**src/rtl/ppcd_pkg.sv**
```systemverilog
// Constants and types of the PSI5 programming command decoder
package ppcd_pkg;
  // Timing
  localparam int CLK_NS      = 50;
  localparam int CLK_MHZ     = 20;
  localparam int BIT_NS      = 400;
  localparam int BIT_CYC     = BIT_NS / CLK_NS;
  localparam int ZERO_AT     = BIT_CYC + BIT_CYC / 2;
  localparam int BLANK_NS    = 150;
  localparam int BLANK_CYC   = (BLANK_NS + CLK_NS - 1) / CLK_NS;
  // Command framing
  localparam int START_ZEROS = 5;
  localparam int START_ONES  = 31;
  localparam int MISS_LIMIT  = 4;
  localparam int FC_LSB      = 3;
  localparam int RA_LSB      = 6;
  localparam int D_LSB       = 12;
  localparam int SHORT_BITS  = 6;
  localparam int LONG_BITS   = 16;
  localparam int CRC_BITS    = 3;
  localparam logic [2:0] START_SEQ   = 3'h2;
  localparam logic [2:0] SENSOR_ADDR = 3'h1;
  localparam logic [2:0] CRC_SEED    = 3'h7;
  localparam logic [2:0] CRC_POLY    = 3'h3;
  localparam logic [2:0] FC_BURN     = 3'h4;
  localparam logic [2:0] FC_ENTER    = 3'h7;
  localparam logic [2:0] FC_READ     = 3'h2;
  localparam logic [2:0] FC_WRITE    = 3'h3;
  // Response words and error numbers
  localparam logic [9:0] RESP_OK     = 10'h1e1;
  localparam logic [9:0] RESP_ERR    = 10'h1e2;
  localparam logic [9:0] ACK_BURN    = 10'h2aa;
  localparam logic [9:0] ACK_ENTER   = 10'h0ca;
  localparam logic [3:0] ERR_FRAMING = 4'h1;
  localparam logic [3:0] ERR_CRC     = 4'h2;
  localparam logic [3:0] ERR_RANGE   = 4'h5;
  localparam logic [3:0] ERR_LOCKED  = 4'h6;
  // Register map
  localparam int ADDR_W = 8;
  localparam logic [ADDR_W-1:0] REG_CTRL   = 8'h00;
  localparam logic [ADDR_W-1:0] REG_STATUS = 8'h04;
  localparam logic [ADDR_W-1:0] REG_LOCK   = 8'h08;
  localparam int CTRL_EN_BIT    = 0;
  localparam int CTRL_BLANK_BIT = 1;
  localparam int ST_PROG        = 0;
  localparam int ST_BUSY        = 1;
  localparam int ST_DONE        = 2;
  localparam int ST_FAIL        = 3;
  localparam int ST_ERR_LSB     = 4;
  localparam logic [1:0] AXI_OKAY   = 2'h0;
  localparam logic [1:0] AXI_SLVERR = 2'h2;

  typedef enum logic [2:0] {
    PH_HUNT  = 3'h0,
    PH_RECV  = 3'h1,
    PH_RESP  = 3'h3,
    PH_DELAY = 3'h2,
    PH_BURN  = 3'h6
  } ppcd_phase_t;

  typedef struct packed {
    logic dataLen10;
    logic evenParity;
    logic baud125;
    logic firstSlot;
    logic pulldownOff;
  } ppcd_resp_fmt_t;

  localparam ppcd_resp_fmt_t RESP_FMT = 5'h1f;

  typedef struct packed {
    logic [ADDR_W-1:0] awaddr;
    logic              awvalid;
    logic [31:0]       wdata;
    logic [3:0]        wstrb;
    logic              wvalid;
    logic              bready;
    logic [ADDR_W-1:0] araddr;
    logic              arvalid;
    logic              rready;
  } ppcd_axil_req_t;

  typedef struct packed {
    logic        awready;
    logic        wready;
    logic [1:0]  bresp;
    logic        bvalid;
    logic        arready;
    logic [31:0] rdata;
    logic [1:0]  rresp;
    logic        rvalid;
  } ppcd_axil_rsp_t;
endpackage

```
**src/rtl/ppcd_decoder.sv**
```systemverilog
// PSI5 programming-mode command decoder with shadow registers and OTP burn sequencing
//
// Decided for this implementation: the AXI4-Lite register port and the placing of the registers.
`timescale 1ns/1ps

module ppcd_decoder #(
  parameter int ARRAY_BYTES   = 32,
  parameter int PROG_DELAY_US = 100,
  parameter int OTP_WRITE_US  = 2000
) (
  input  wire logic                     mclk,       // System clock, 20 MHz
  input  wire logic                     reset,      // Synchronous reset, active high
  input  wire logic                     syncIn,     // Sync pulse detector level
  input  wire logic                     vppIn,      // Programming supply present
  input  wire ppcd_pkg::ppcd_axil_req_t axiReq,     // AXI4-Lite requests
  output ppcd_pkg::ppcd_axil_rsp_t      axiRsp,     // AXI4-Lite answers
  output logic                          respValid,  // One-cycle response word strobe
  output logic [9:0]                    respWord,   // Response word for the slot
  output ppcd_pkg::ppcd_resp_fmt_t      respFmt,    // Fixed response encoding
  output logic                          otpBurnEn   // OTP array write in progress
);

  localparam int PROG_DELAY_CYC = PROG_DELAY_US * ppcd_pkg::CLK_MHZ;
  localparam int OTP_WRITE_CYC  = OTP_WRITE_US * ppcd_pkg::CLK_MHZ;

  typedef struct packed {
    logic                          sync1;
    logic                          sync2;
    logic                          syncPrev;
    logic                          vpp1;
    logic                          vpp2;
    logic [3:0]                    blank;
    logic [4:0]                    bitTmr;
    ppcd_pkg::ppcd_phase_t         phase;
    logic                          primed;
    logic [1:0]                    hist;
    logic [2:0]                    zeroRun;
    logic [4:0]                    oneRun;
    logic [1:0]                    stuffCnt;
    logic [4:0]                    dcnt;
    logic [15:0]                   pay;
    logic [2:0]                    crc;
    logic [2:0]                    rxCrc;
    logic [2:0]                    miss;
    logic [2:0][9:0]               rw;
    logic [1:0]                    rcnt;
    logic [1:0]                    rlen;
    logic                          burnPend;
    logic                          respValid;
    logic [9:0]                    respWord;
    logic                          progMode;
    logic                          loadDone;
    logic                          burnFail;
    logic                          burnVpp;
    logic [3:0]                    lastErr;
    logic                          ctrlEn;
    logic                          blankSel;
    logic [31:0]                   lock;
    logic [31:0]                   cnt;
    logic [ARRAY_BYTES-1:0][7:0]   shadow;
    logic [ARRAY_BYTES-1:0][7:0]   otp;
    logic                          bvalid;
    logic [1:0]                    bresp;
    logic                          rvalid;
    logic [1:0]                    rresp;
    logic [31:0]                   rdata;
  } ppcd_state_t;

  ppcd_state_t r_r;
  ppcd_state_t r_nxt;

  logic        syncEdge;
  logic        bitZero;
  logic        bitValid;
  logic        bitVal;
  logic        isShort;
  logic [4:0]  payLen;
  logic [2:0]  sensorAddr;
  logic [2:0]  funcCode;
  logic [5:0]  nibbleAddr;
  logic [3:0]  dataNibble;
  logic [4:0]  byteIdx;
  logic        inRange;
  logic [7:0]  curByte;
  logic [7:0]  nextByte;
  logic [7:0]  newByte;
  logic [2:0]  crcFinal;
  logic        crcOk;
  logic        longErr;
  logic [3:0]  longErrNum;
  logic        wrGo;
  logic        rdGo;
  logic [31:0] statusWord;
  logic [31:0] readWord;

  function automatic logic [2:0] crcStep(input logic [2:0] c, input logic b);
    crcStep = {c[1:0], b} ^ (c[2] ? ppcd_pkg::CRC_POLY : 3'h0);
  endfunction

  function automatic logic [1:0] regSel(input logic [ppcd_pkg::ADDR_W-1:0] a);
    logic [ppcd_pkg::ADDR_W-1:0] w;
    w = {a[ppcd_pkg::ADDR_W-1:2], 2'h0};
    if (w == ppcd_pkg::REG_CTRL) begin
      regSel = 2'h0;
    end else if (w == ppcd_pkg::REG_STATUS) begin
      regSel = 2'h1;
    end else if (w == ppcd_pkg::REG_LOCK) begin
      regSel = 2'h2;
    end else begin
      regSel = 2'h3;
    end
  endfunction

  function automatic logic [31:0] applyStrb(input logic [31:0] old, input logic [31:0] d,
                                            input logic [3:0] s);
    logic [31:0] v;
    v = old;
    for (int i = 0; i < 4; i++) begin
      if (s[i]) begin
        v[8*i +: 8] = d[8*i +: 8];
      end
    end
    return v;
  endfunction

  // Field decode of the frame being received
  always_comb begin
    sensorAddr = r_r.pay[ppcd_pkg::FC_LSB-1:0];
    funcCode   = r_r.pay[ppcd_pkg::RA_LSB-1:ppcd_pkg::FC_LSB];
    nibbleAddr = r_r.pay[ppcd_pkg::D_LSB-1:ppcd_pkg::RA_LSB];
    dataNibble = r_r.pay[ppcd_pkg::LONG_BITS-1:ppcd_pkg::D_LSB];
    isShort    = funcCode[2];
    payLen     = isShort ? 5'(ppcd_pkg::SHORT_BITS) : 5'(ppcd_pkg::LONG_BITS);
    byteIdx    = nibbleAddr[5:1];
    inRange    = {1'b0, byteIdx} < 6'(ARRAY_BYTES);
    curByte    = inRange ? r_r.shadow[byteIdx] : 8'h00;
    if (!inRange || byteIdx == 5'(ARRAY_BYTES - 1)) begin
      nextByte = 8'h00;
    end else begin
      nextByte = r_r.shadow[byteIdx + 5'h1];
    end
    if (nibbleAddr[0]) begin
      newByte = {dataNibble, curByte[3:0]};
    end else begin
      newByte = {curByte[7:4], dataNibble};
    end
    crcFinal = crcStep(crcStep(crcStep(r_r.crc, 1'b0), 1'b0), 1'b0);
    crcOk    = crcFinal == {r_r.rxCrc[1:0], bitVal};
    longErr    = 1'b1;
    longErrNum = ppcd_pkg::ERR_CRC;
    if (crcOk) begin
      if (!inRange) begin
        longErrNum = ppcd_pkg::ERR_RANGE;
      end else if (funcCode == ppcd_pkg::FC_WRITE && r_r.lock[byteIdx]) begin
        longErrNum = ppcd_pkg::ERR_LOCKED;
      end else begin
        longErr = 1'b0;
      end
    end
  end

  // Bus handshake and register read mux
  always_comb begin
    wrGo = axiReq.awvalid & axiReq.wvalid & ~r_r.bvalid;
    rdGo = axiReq.arvalid & ~r_r.rvalid;
    statusWord = 32'h0;
    statusWord[ppcd_pkg::ST_PROG] = r_r.progMode;
    statusWord[ppcd_pkg::ST_BUSY] = r_r.phase == ppcd_pkg::PH_DELAY ||
                                    r_r.phase == ppcd_pkg::PH_BURN;
    statusWord[ppcd_pkg::ST_DONE] = r_r.loadDone;
    statusWord[ppcd_pkg::ST_FAIL] = r_r.burnFail;
    statusWord[ppcd_pkg::ST_ERR_LSB +: 4] = r_r.lastErr;
    readWord = 32'h0;
    unique case (regSel(axiReq.araddr))
      2'h0: begin
        readWord[ppcd_pkg::CTRL_EN_BIT]    = r_r.ctrlEn;
        readWord[ppcd_pkg::CTRL_BLANK_BIT] = r_r.blankSel;
      end
      2'h1: readWord = statusWord;
      2'h2: readWord = r_r.lock;
      2'h3: readWord = 32'h0;
    endcase
  end

  // Next-state logic
  always_comb begin
    r_nxt           = r_r;
    r_nxt.sync1     = syncIn;
    r_nxt.sync2     = r_r.sync1;
    r_nxt.syncPrev  = r_r.sync2;
    r_nxt.vpp1      = vppIn;
    r_nxt.vpp2      = r_r.vpp1;
    r_nxt.respValid = 1'b0;

    // Sync pulse edge, blanked for a fixed time and ignored during the programming delay and while burning
    syncEdge = r_r.sync2 & ~r_r.syncPrev & (r_r.blank == 4'h0) &
               (r_r.phase != ppcd_pkg::PH_DELAY) & (r_r.phase != ppcd_pkg::PH_BURN);
    if (r_r.blank != 4'h0) begin
      r_nxt.blank = r_r.blank - 4'h1;
    end
    if (syncEdge) begin
      r_nxt.blank = 4'(ppcd_pkg::BLANK_CYC);
    end

    // A pulse is a one; no pulse by 1.5 slots is a zero
    bitZero  = ~syncEdge & (r_r.bitTmr == 5'(ppcd_pkg::ZERO_AT));
    bitValid = syncEdge | bitZero;
    bitVal   = syncEdge;
    if (syncEdge) begin
      r_nxt.bitTmr = 5'h0;
    end else if (bitZero) begin
      r_nxt.bitTmr = 5'(ppcd_pkg::BIT_CYC / 2);
    end else begin
      r_nxt.bitTmr = r_r.bitTmr + 5'h1;
    end

    unique case (r_r.phase)
      ppcd_pkg::PH_HUNT: begin
        if (bitValid) begin
          r_nxt.hist = {r_r.hist[0], bitVal};
          if (bitVal) begin
            r_nxt.zeroRun = 3'h0;
            r_nxt.oneRun  = (r_r.oneRun == 5'h1f) ? r_r.oneRun : r_r.oneRun + 5'h1;
          end else begin
            r_nxt.oneRun  = 5'h0;
            r_nxt.zeroRun = (r_r.zeroRun == 3'h7) ? r_r.zeroRun : r_r.zeroRun + 3'h1;
          end
          if (r_r.zeroRun >= 3'(ppcd_pkg::START_ZEROS) ||
              r_r.oneRun >= 5'(ppcd_pkg::START_ONES)) begin
            r_nxt.primed = 1'b1;
          end
          if (r_r.ctrlEn && r_r.primed && {r_r.hist, bitVal} == ppcd_pkg::START_SEQ) begin
            r_nxt.phase    = ppcd_pkg::PH_RECV;
            r_nxt.primed   = 1'b0;
            r_nxt.stuffCnt = 2'h0;
            r_nxt.dcnt     = 5'h0;
            r_nxt.pay      = 16'h0;
            r_nxt.miss     = 3'h0;
            r_nxt.crc      = ppcd_pkg::CRC_SEED;
          end
        end
      end

      ppcd_pkg::PH_RECV: begin
        if (bitValid) begin
          r_nxt.stuffCnt = r_r.stuffCnt + 2'h1;
          r_nxt.miss     = bitVal ? 3'h0 : r_r.miss + 3'h1;
          r_nxt.rcnt     = 2'h0;
          r_nxt.burnPend = 1'b0;
          if (!bitVal && r_r.miss == 3'(ppcd_pkg::MISS_LIMIT - 1)) begin
            // Abort; the next pulse gets a short framing error answer
            r_nxt.phase   = ppcd_pkg::PH_RESP;
            r_nxt.rw[0]   = ppcd_pkg::RESP_ERR;
            r_nxt.rw[1]   = {6'h0, ppcd_pkg::ERR_FRAMING};
            r_nxt.rlen    = 2'h2;
            r_nxt.lastErr = ppcd_pkg::ERR_FRAMING;
          end else if (r_r.stuffCnt == 2'h0) begin
            r_nxt.dcnt = r_r.dcnt;
          end else if (r_r.dcnt < payLen) begin
            r_nxt.pay[r_r.dcnt[3:0]] = bitVal;
            r_nxt.crc  = crcStep(r_r.crc, bitVal);
            r_nxt.dcnt = r_r.dcnt + 5'h1;
          end else if (r_r.dcnt != payLen + 5'(ppcd_pkg::CRC_BITS - 1)) begin
            r_nxt.rxCrc = {r_r.rxCrc[1:0], bitVal};
            r_nxt.dcnt  = r_r.dcnt + 5'h1;
          end else begin
            r_nxt.phase = ppcd_pkg::PH_HUNT;
            if (sensorAddr == ppcd_pkg::SENSOR_ADDR) begin
              if (isShort) begin
                if (funcCode == ppcd_pkg::FC_BURN) begin
                  r_nxt.phase = ppcd_pkg::PH_RESP;
                  r_nxt.rlen  = 2'h2;
                  if (crcOk) begin
                    r_nxt.rw[0]    = ppcd_pkg::RESP_OK;
                    r_nxt.rw[1]    = ppcd_pkg::ACK_BURN;
                    r_nxt.burnPend = 1'b1;
                  end else begin
                    r_nxt.rw[0]   = ppcd_pkg::RESP_ERR;
                    r_nxt.rw[1]   = {6'h0, ppcd_pkg::ERR_CRC};
                    r_nxt.lastErr = ppcd_pkg::ERR_CRC;
                  end
                end else if (funcCode == ppcd_pkg::FC_ENTER && crcOk) begin
                  r_nxt.phase    = ppcd_pkg::PH_RESP;
                  r_nxt.progMode = 1'b1;
                  r_nxt.rw[0]    = ppcd_pkg::RESP_OK;
                  r_nxt.rw[1]    = ppcd_pkg::ACK_ENTER;
                  r_nxt.rlen     = 2'h2;
                end
              end else if (funcCode == ppcd_pkg::FC_READ ||
                           funcCode == ppcd_pkg::FC_WRITE) begin
                r_nxt.phase = ppcd_pkg::PH_RESP;
                r_nxt.rlen  = 2'h3;
                if (longErr) begin
                  r_nxt.rw[0]   = ppcd_pkg::RESP_ERR;
                  r_nxt.rw[1]   = {6'h0, longErrNum};
                  r_nxt.rw[2]   = 10'h000;
                  r_nxt.lastErr = longErrNum;
                end else if (funcCode == ppcd_pkg::FC_READ) begin
                  r_nxt.rw[0] = ppcd_pkg::RESP_OK;
                  r_nxt.rw[1] = {2'h0, curByte};
                  r_nxt.rw[2] = {2'h0, nextByte};
                end else begin
                  r_nxt.shadow[byteIdx] = newByte;
                  r_nxt.rw[0] = ppcd_pkg::RESP_OK;
                  r_nxt.rw[1] = {2'h0, newByte};
                  r_nxt.rw[2] = {4'h0, nibbleAddr};
                end
              end
            end
          end
        end
      end

      ppcd_pkg::PH_RESP: begin
        if (syncEdge) begin
          r_nxt.respValid = 1'b1;
          r_nxt.respWord  = r_r.rw[r_r.rcnt];
          r_nxt.rcnt      = r_r.rcnt + 2'h1;
          if (r_r.rcnt == r_r.rlen - 2'h1) begin
            r_nxt.phase   = r_r.burnPend ? ppcd_pkg::PH_DELAY : ppcd_pkg::PH_HUNT;
            r_nxt.primed  = 1'b0;
            r_nxt.hist    = 2'h0;
            r_nxt.zeroRun = 3'h0;
            r_nxt.oneRun  = 5'h0;
            r_nxt.cnt     = 32'h0;
            if (r_r.burnPend) begin
              r_nxt.loadDone = 1'b0;
              r_nxt.burnFail = 1'b0;
            end
          end
        end
      end

      ppcd_pkg::PH_DELAY: begin
        r_nxt.cnt = r_r.cnt + 32'h1;
        if (r_r.cnt == 32'(PROG_DELAY_CYC - 1)) begin
          r_nxt.cnt     = 32'h0;
          r_nxt.burnVpp = r_r.vpp2;
          r_nxt.phase   = ppcd_pkg::PH_BURN;
        end
      end

      ppcd_pkg::PH_BURN: begin
        r_nxt.cnt = r_r.cnt + 32'h1;
        if (r_r.cnt == 32'(OTP_WRITE_CYC - 1)) begin
          r_nxt.phase = ppcd_pkg::PH_HUNT;
          if (r_r.burnVpp) begin
            // Fuses only gain ones; shadows reload from the burnt array
            r_nxt.otp      = r_r.otp | r_r.shadow;
            r_nxt.shadow   = r_r.otp | r_r.shadow;
            r_nxt.loadDone = 1'b1;
          end else begin
            r_nxt.burnFail = 1'b1;
          end
        end
      end

      default: begin
        r_nxt.phase = ppcd_pkg::PH_HUNT;
      end
    endcase

    // Register writes
    if (r_r.bvalid && axiReq.bready) begin
      r_nxt.bvalid = 1'b0;
    end
    if (wrGo) begin
      r_nxt.bvalid = 1'b1;
      r_nxt.bresp  = ppcd_pkg::AXI_OKAY;
      unique case (regSel(axiReq.awaddr))
        2'h0: begin
          if (axiReq.wstrb[0]) begin
            r_nxt.ctrlEn   = axiReq.wdata[ppcd_pkg::CTRL_EN_BIT];
            r_nxt.blankSel = axiReq.wdata[ppcd_pkg::CTRL_BLANK_BIT];
          end
        end
        2'h1: r_nxt.bresp = ppcd_pkg::AXI_OKAY;
        2'h2: r_nxt.lock  = applyStrb(r_r.lock, axiReq.wdata, axiReq.wstrb);
        2'h3: r_nxt.bresp = ppcd_pkg::AXI_SLVERR;
      endcase
    end

    // Register reads
    if (r_r.rvalid && axiReq.rready) begin
      r_nxt.rvalid = 1'b0;
    end
    if (rdGo) begin
      r_nxt.rvalid = 1'b1;
      r_nxt.rdata  = readWord;
      r_nxt.rresp  = (regSel(axiReq.araddr) == 2'h3) ? ppcd_pkg::AXI_SLVERR
                                                     : ppcd_pkg::AXI_OKAY;
    end
  end

  always_ff @(posedge mclk) begin
    if (reset) begin
      r_r        <= '0;
      r_r.ctrlEn <= 1'b1;
      r_r.crc    <= ppcd_pkg::CRC_SEED;
    end else begin
      r_r <= r_nxt;
    end
  end

  always_comb begin
    axiRsp         = '0;
    axiRsp.awready = wrGo;
    axiRsp.wready  = wrGo;
    axiRsp.bvalid  = r_r.bvalid;
    axiRsp.bresp   = r_r.bresp;
    axiRsp.arready = rdGo;
    axiRsp.rvalid  = r_r.rvalid;
    axiRsp.rdata   = r_r.rdata;
    axiRsp.rresp   = r_r.rresp;
  end

  assign respValid = r_r.respValid;
  assign respWord  = r_r.respWord;
  assign respFmt   = ppcd_pkg::RESP_FMT;
  assign otpBurnEn = r_r.phase == ppcd_pkg::PH_BURN;

endmodule

```
**config.mk**
```make
export PLATFORM = sky130hd
export DESIGN_NAME = ppcd_decoder
export DESIGN_NICKNAME = d
export VERILOG_FILES = /design/src/rtl/ppcd_pkg.sv /design/src/rtl/ppcd_decoder.sv
export SDC_FILE = /design/constraint.sdc
export NUM_CORES = 2
export LEC_CHECK = 0
export ABC_CLOCK_PERIOD_IN_PS = 6310
export BUFFER_PORTS_ARGS = -buffer_cell sky130_fd_sc_hd__buf_4
export CAP_MARGIN = 20
export CORE_MARGIN = 2
export CORE_UTILIZATION = 40
export CTS_CLUSTER_DIAMETER = 200
export DETAILED_ROUTE_END_ITERATION = 7
export GPL_TIMING_DRIVEN = 0
export PLACE_DENSITY = 0.53
export RECOVER_POWER = 25
export SYNTH_ARGS = -nofsm -noshare
export SYNTH_HDL_FRONTEND = slang
export SYNTH_SLANG_ARGS = --single-unit
```
**constraint.sdc**
```tcl
create_clock -name mclk -period 6.31 [get_ports mclk]
set_clock_uncertainty 0.15 [all_clocks]
set_input_delay 1.893 -clock mclk [delete_from_list [all_inputs] [get_ports mclk]]
set_output_delay 1.893 -clock mclk [all_outputs]
set_load 0.01 [all_outputs]
```
==> run metrics <==
Slew HR=11.5%; power per cell area=241 nW/um^2; first-pass GRT wire length=260,000 um; # resized after CTS=0; #FFs+latches synth=716; Max Clk Rate=161 MHz; critical path startpoint category=register; CTS Buf Count=84; gr ovfl total=0; via count=37,095; most common cell in the netlist=dfxtp_1; outcome=finished, final reports clean; register area=14,300 sq um; Routed WL=186,000 um; VDD IR max=0.000215 V; Design Area, Final=41,900 sq um; Synth Warn #=0; Filler cells=9,089; M1 GR Usage=49.8%; Clock Path Buffers=3; synthesized instance count=4,368; GR Util All Layers=38.8%; antenna-violating nets left=0; drt via density=6.35; GR Layer Usage met3=10.6%; Placer Congestion=1.08; first drt pass iteration count=6; initial antenna violation count=13; endpoints failing hold=0; setup violators final=0; worst skew pair latency=700 ps; critical path peak fanout=12; Reg clk slew, reported paths=60 ps; CTS H-tree lvls=3; cell-internal power=0.00773 W; met2 usage=57.7%; Die Ht=306 um; worst-margin pin slew=1330 ps; Clock power frac=51.7%; unrepaired setup endpoints after global routing=no; Total Power=0.0101 W; Synth top cells by count=dfxtp_1, nor2_1, a21oi_1; post-DR wirelength/cell=31.9 um; Post-synth EDFFs=0; Post-CTS Hold Buffers=0; cell taking the most area after synthesis=dfxtp_1; # DRC=0; dominant cells by area after synthesis=dfxtp_1, nor2_1, a21oi_1, mux4_2, nor3_1; Worst Path Arrival=6620 ps; initial core utilization=40.4%; share of cells above drive strength 1=12.5%; Die ar.=93,600 sq um; Final period util=98.6%; crit path time final=6220 ps; CTS Sinks=716; Setup TNS=0 ps; Placed Cells=5,677; Cell Area, Placed=39,100 sq um; top-area cell type share of the netlist area=39.3%; initial DRC count=4,447; Most Crowded Layer GR=met2; TritonCTS clock tree=built; clock root buffer=clkbuf_16; Port Buffers=104; post-CTS setup buffer count=0; largest net degree at the start of global routing=14; Comb power frac=3.2%; Hold Crit Class=reg2reg; switching pwr=0.00237 W; Seq pwr share=45.1%; WP data required=6700 ps; Die Wd=306 um; fin. max-slew vios=0; placed wire-length estimate=139,000 um; critical path class=reg2reg; mapped cell area=36,400 sq um; Ports=119; register-to-register setup slack=90 ps; syn avg cell area=8.34 sq um; Final Net Count=4,683; core area=90,100 sq um; leakage=13.9 nW; num rows=110; switching portion of total power=23.5%; Finished Layout Cells=5,841; Critical Path Sink Type=register; Netlist cell types=86; Top FF cell, synth=dfxtp_1; area of the multi-input gates=19,600 sq um; async set-reset flop share out of synthesis=0%; Max Cap Viol=0; sequential area share after synthesis=39.3%; vias in the first global route=33,993; area grow syn2layout=15.1%
placed cells by master, fill, tap and decap left out, drive strengths merged, types with 9 or more instances in the layout:
cell type    n
dfxtp      716
nor2       602
a21oi      430
nor3       385
clkbuf     383
buf        302
nand2      270
a31oi      210
mux2i      145
o21bai     144
a211oi     123
nand3      110
mux4        91
inv         85
o21ai       61
o211ai      56
a22oi       55
a21o        52
nor4        52
ha          29
nor2b       25
o22ai       24
nand4       23
xnor2       23
clkinv      22
and2        18
xor2        16
or3         15
a31o        13
nand2b      11
and3        10
nor3b        9
nand4b       9
bufinv       9
registers in the layout (all words and copies together), names as in the netlist:
register / count
byteIdx: 5
respValid: 1
nibbleAddr: 1
respWord: 10
dataNibble: 4
r_nxt: 3
axiRsp: 36
r_r: 653
funcCode: 3
power by group through the flow:
stage | combinational (W) | clock, W | sequential, W
floorplan | 0.000181 | 0 | 0.00465
global placement | 0.000314 | 0 | 0.00466
detailed placement | 0.000320 | 0 | 0.00466
CTS | 0.000321 | 0.00527 | 0.00456
global route | 0.000345 | 0.00545 | 0.00456
finish | 0.000319 | 0.00522 | 0.00456
worst max-delay path, stage by stage, from the launching register on:
cell and delay [ps]:
dfxtp_1 440, buf_4 200, buf_6 250, buf_6 300, buf_4 370, buf_4 390
inv_1 110, ha_1 290, buf_1 790, clkbuf_1 1000, mux4_2 490, mux4_2 560
mux2i_1 520, o21ai_0 150
per-stage QoR:
| stage | utilization, % | worst slack (ps) | hold slack [ps] |
|---|---|---|---|
| after floorplan | - | 1660 | 264 |
| after global placement | 43.0 | 404 | 276 |
| after detailed placement | 43.4 | 439 | 276 |
| after CTS | 46.6 | 440 | 288 |
| after global routing | 46.5 | 223 | 312 |
| final | 46.5 | 87.1 | 284 |
cell families (layout without fill, tap and decap cells):
logic type	count (synthesis)	in the layout	synth area share [%]
other	2	13	0.0206
adder cells (fa/ha/maj)	29	29	0.995
AO/OA/AOI/OAI	1222	1222	21.6
AND/OR/NAND/NOR	1601	1601	20.4
flip-flops	716	716	39.3
multiplexers	242	242	9.79
XOR/XNOR	39	39	0.958
buffers and inverters	517	803	6.89
worst paths after layout:
path,start,endpoint,depth (start not counted)
min,r_nxt[725]$_SDFF_PP0_,r_r[725]$_SDFF_PP0_,1
max,byteIdx[1]$_SDFFE_PP0P_,r_r[667]$_SDFFE_PP0P_,13
max reg2reg,byteIdx[1]$_SDFFE_PP0P_,r_r[667]$_SDFFE_PP0P_,13
min reg2reg,r_nxt[725]$_SDFF_PP0_,r_r[725]$_SDFF_PP0_,1
layout make-up:
class,count,share of cell area [%]
Multi-Input combinational cell,3140,46.8
Clock inverter,36,1.18
Timing Repair Buffer,134,2.49
Sequential cell,716,34.2
Buffer,435,5.25
Inverter,82,0.734
Clock buffer,116,5.83
Tap cell,1176,3.51
Antenna cell,6,0.0358
layer usage:
metal / vias to the layer above / wire [um]
met5: - / 76
li1: 16345 / -
met3: 538 / 18300
met4: 12 / 13800
met2: 2079 / 78900
met1: 18121 / 75000
No activity file was read; power rests on OpenSTA's default activity.
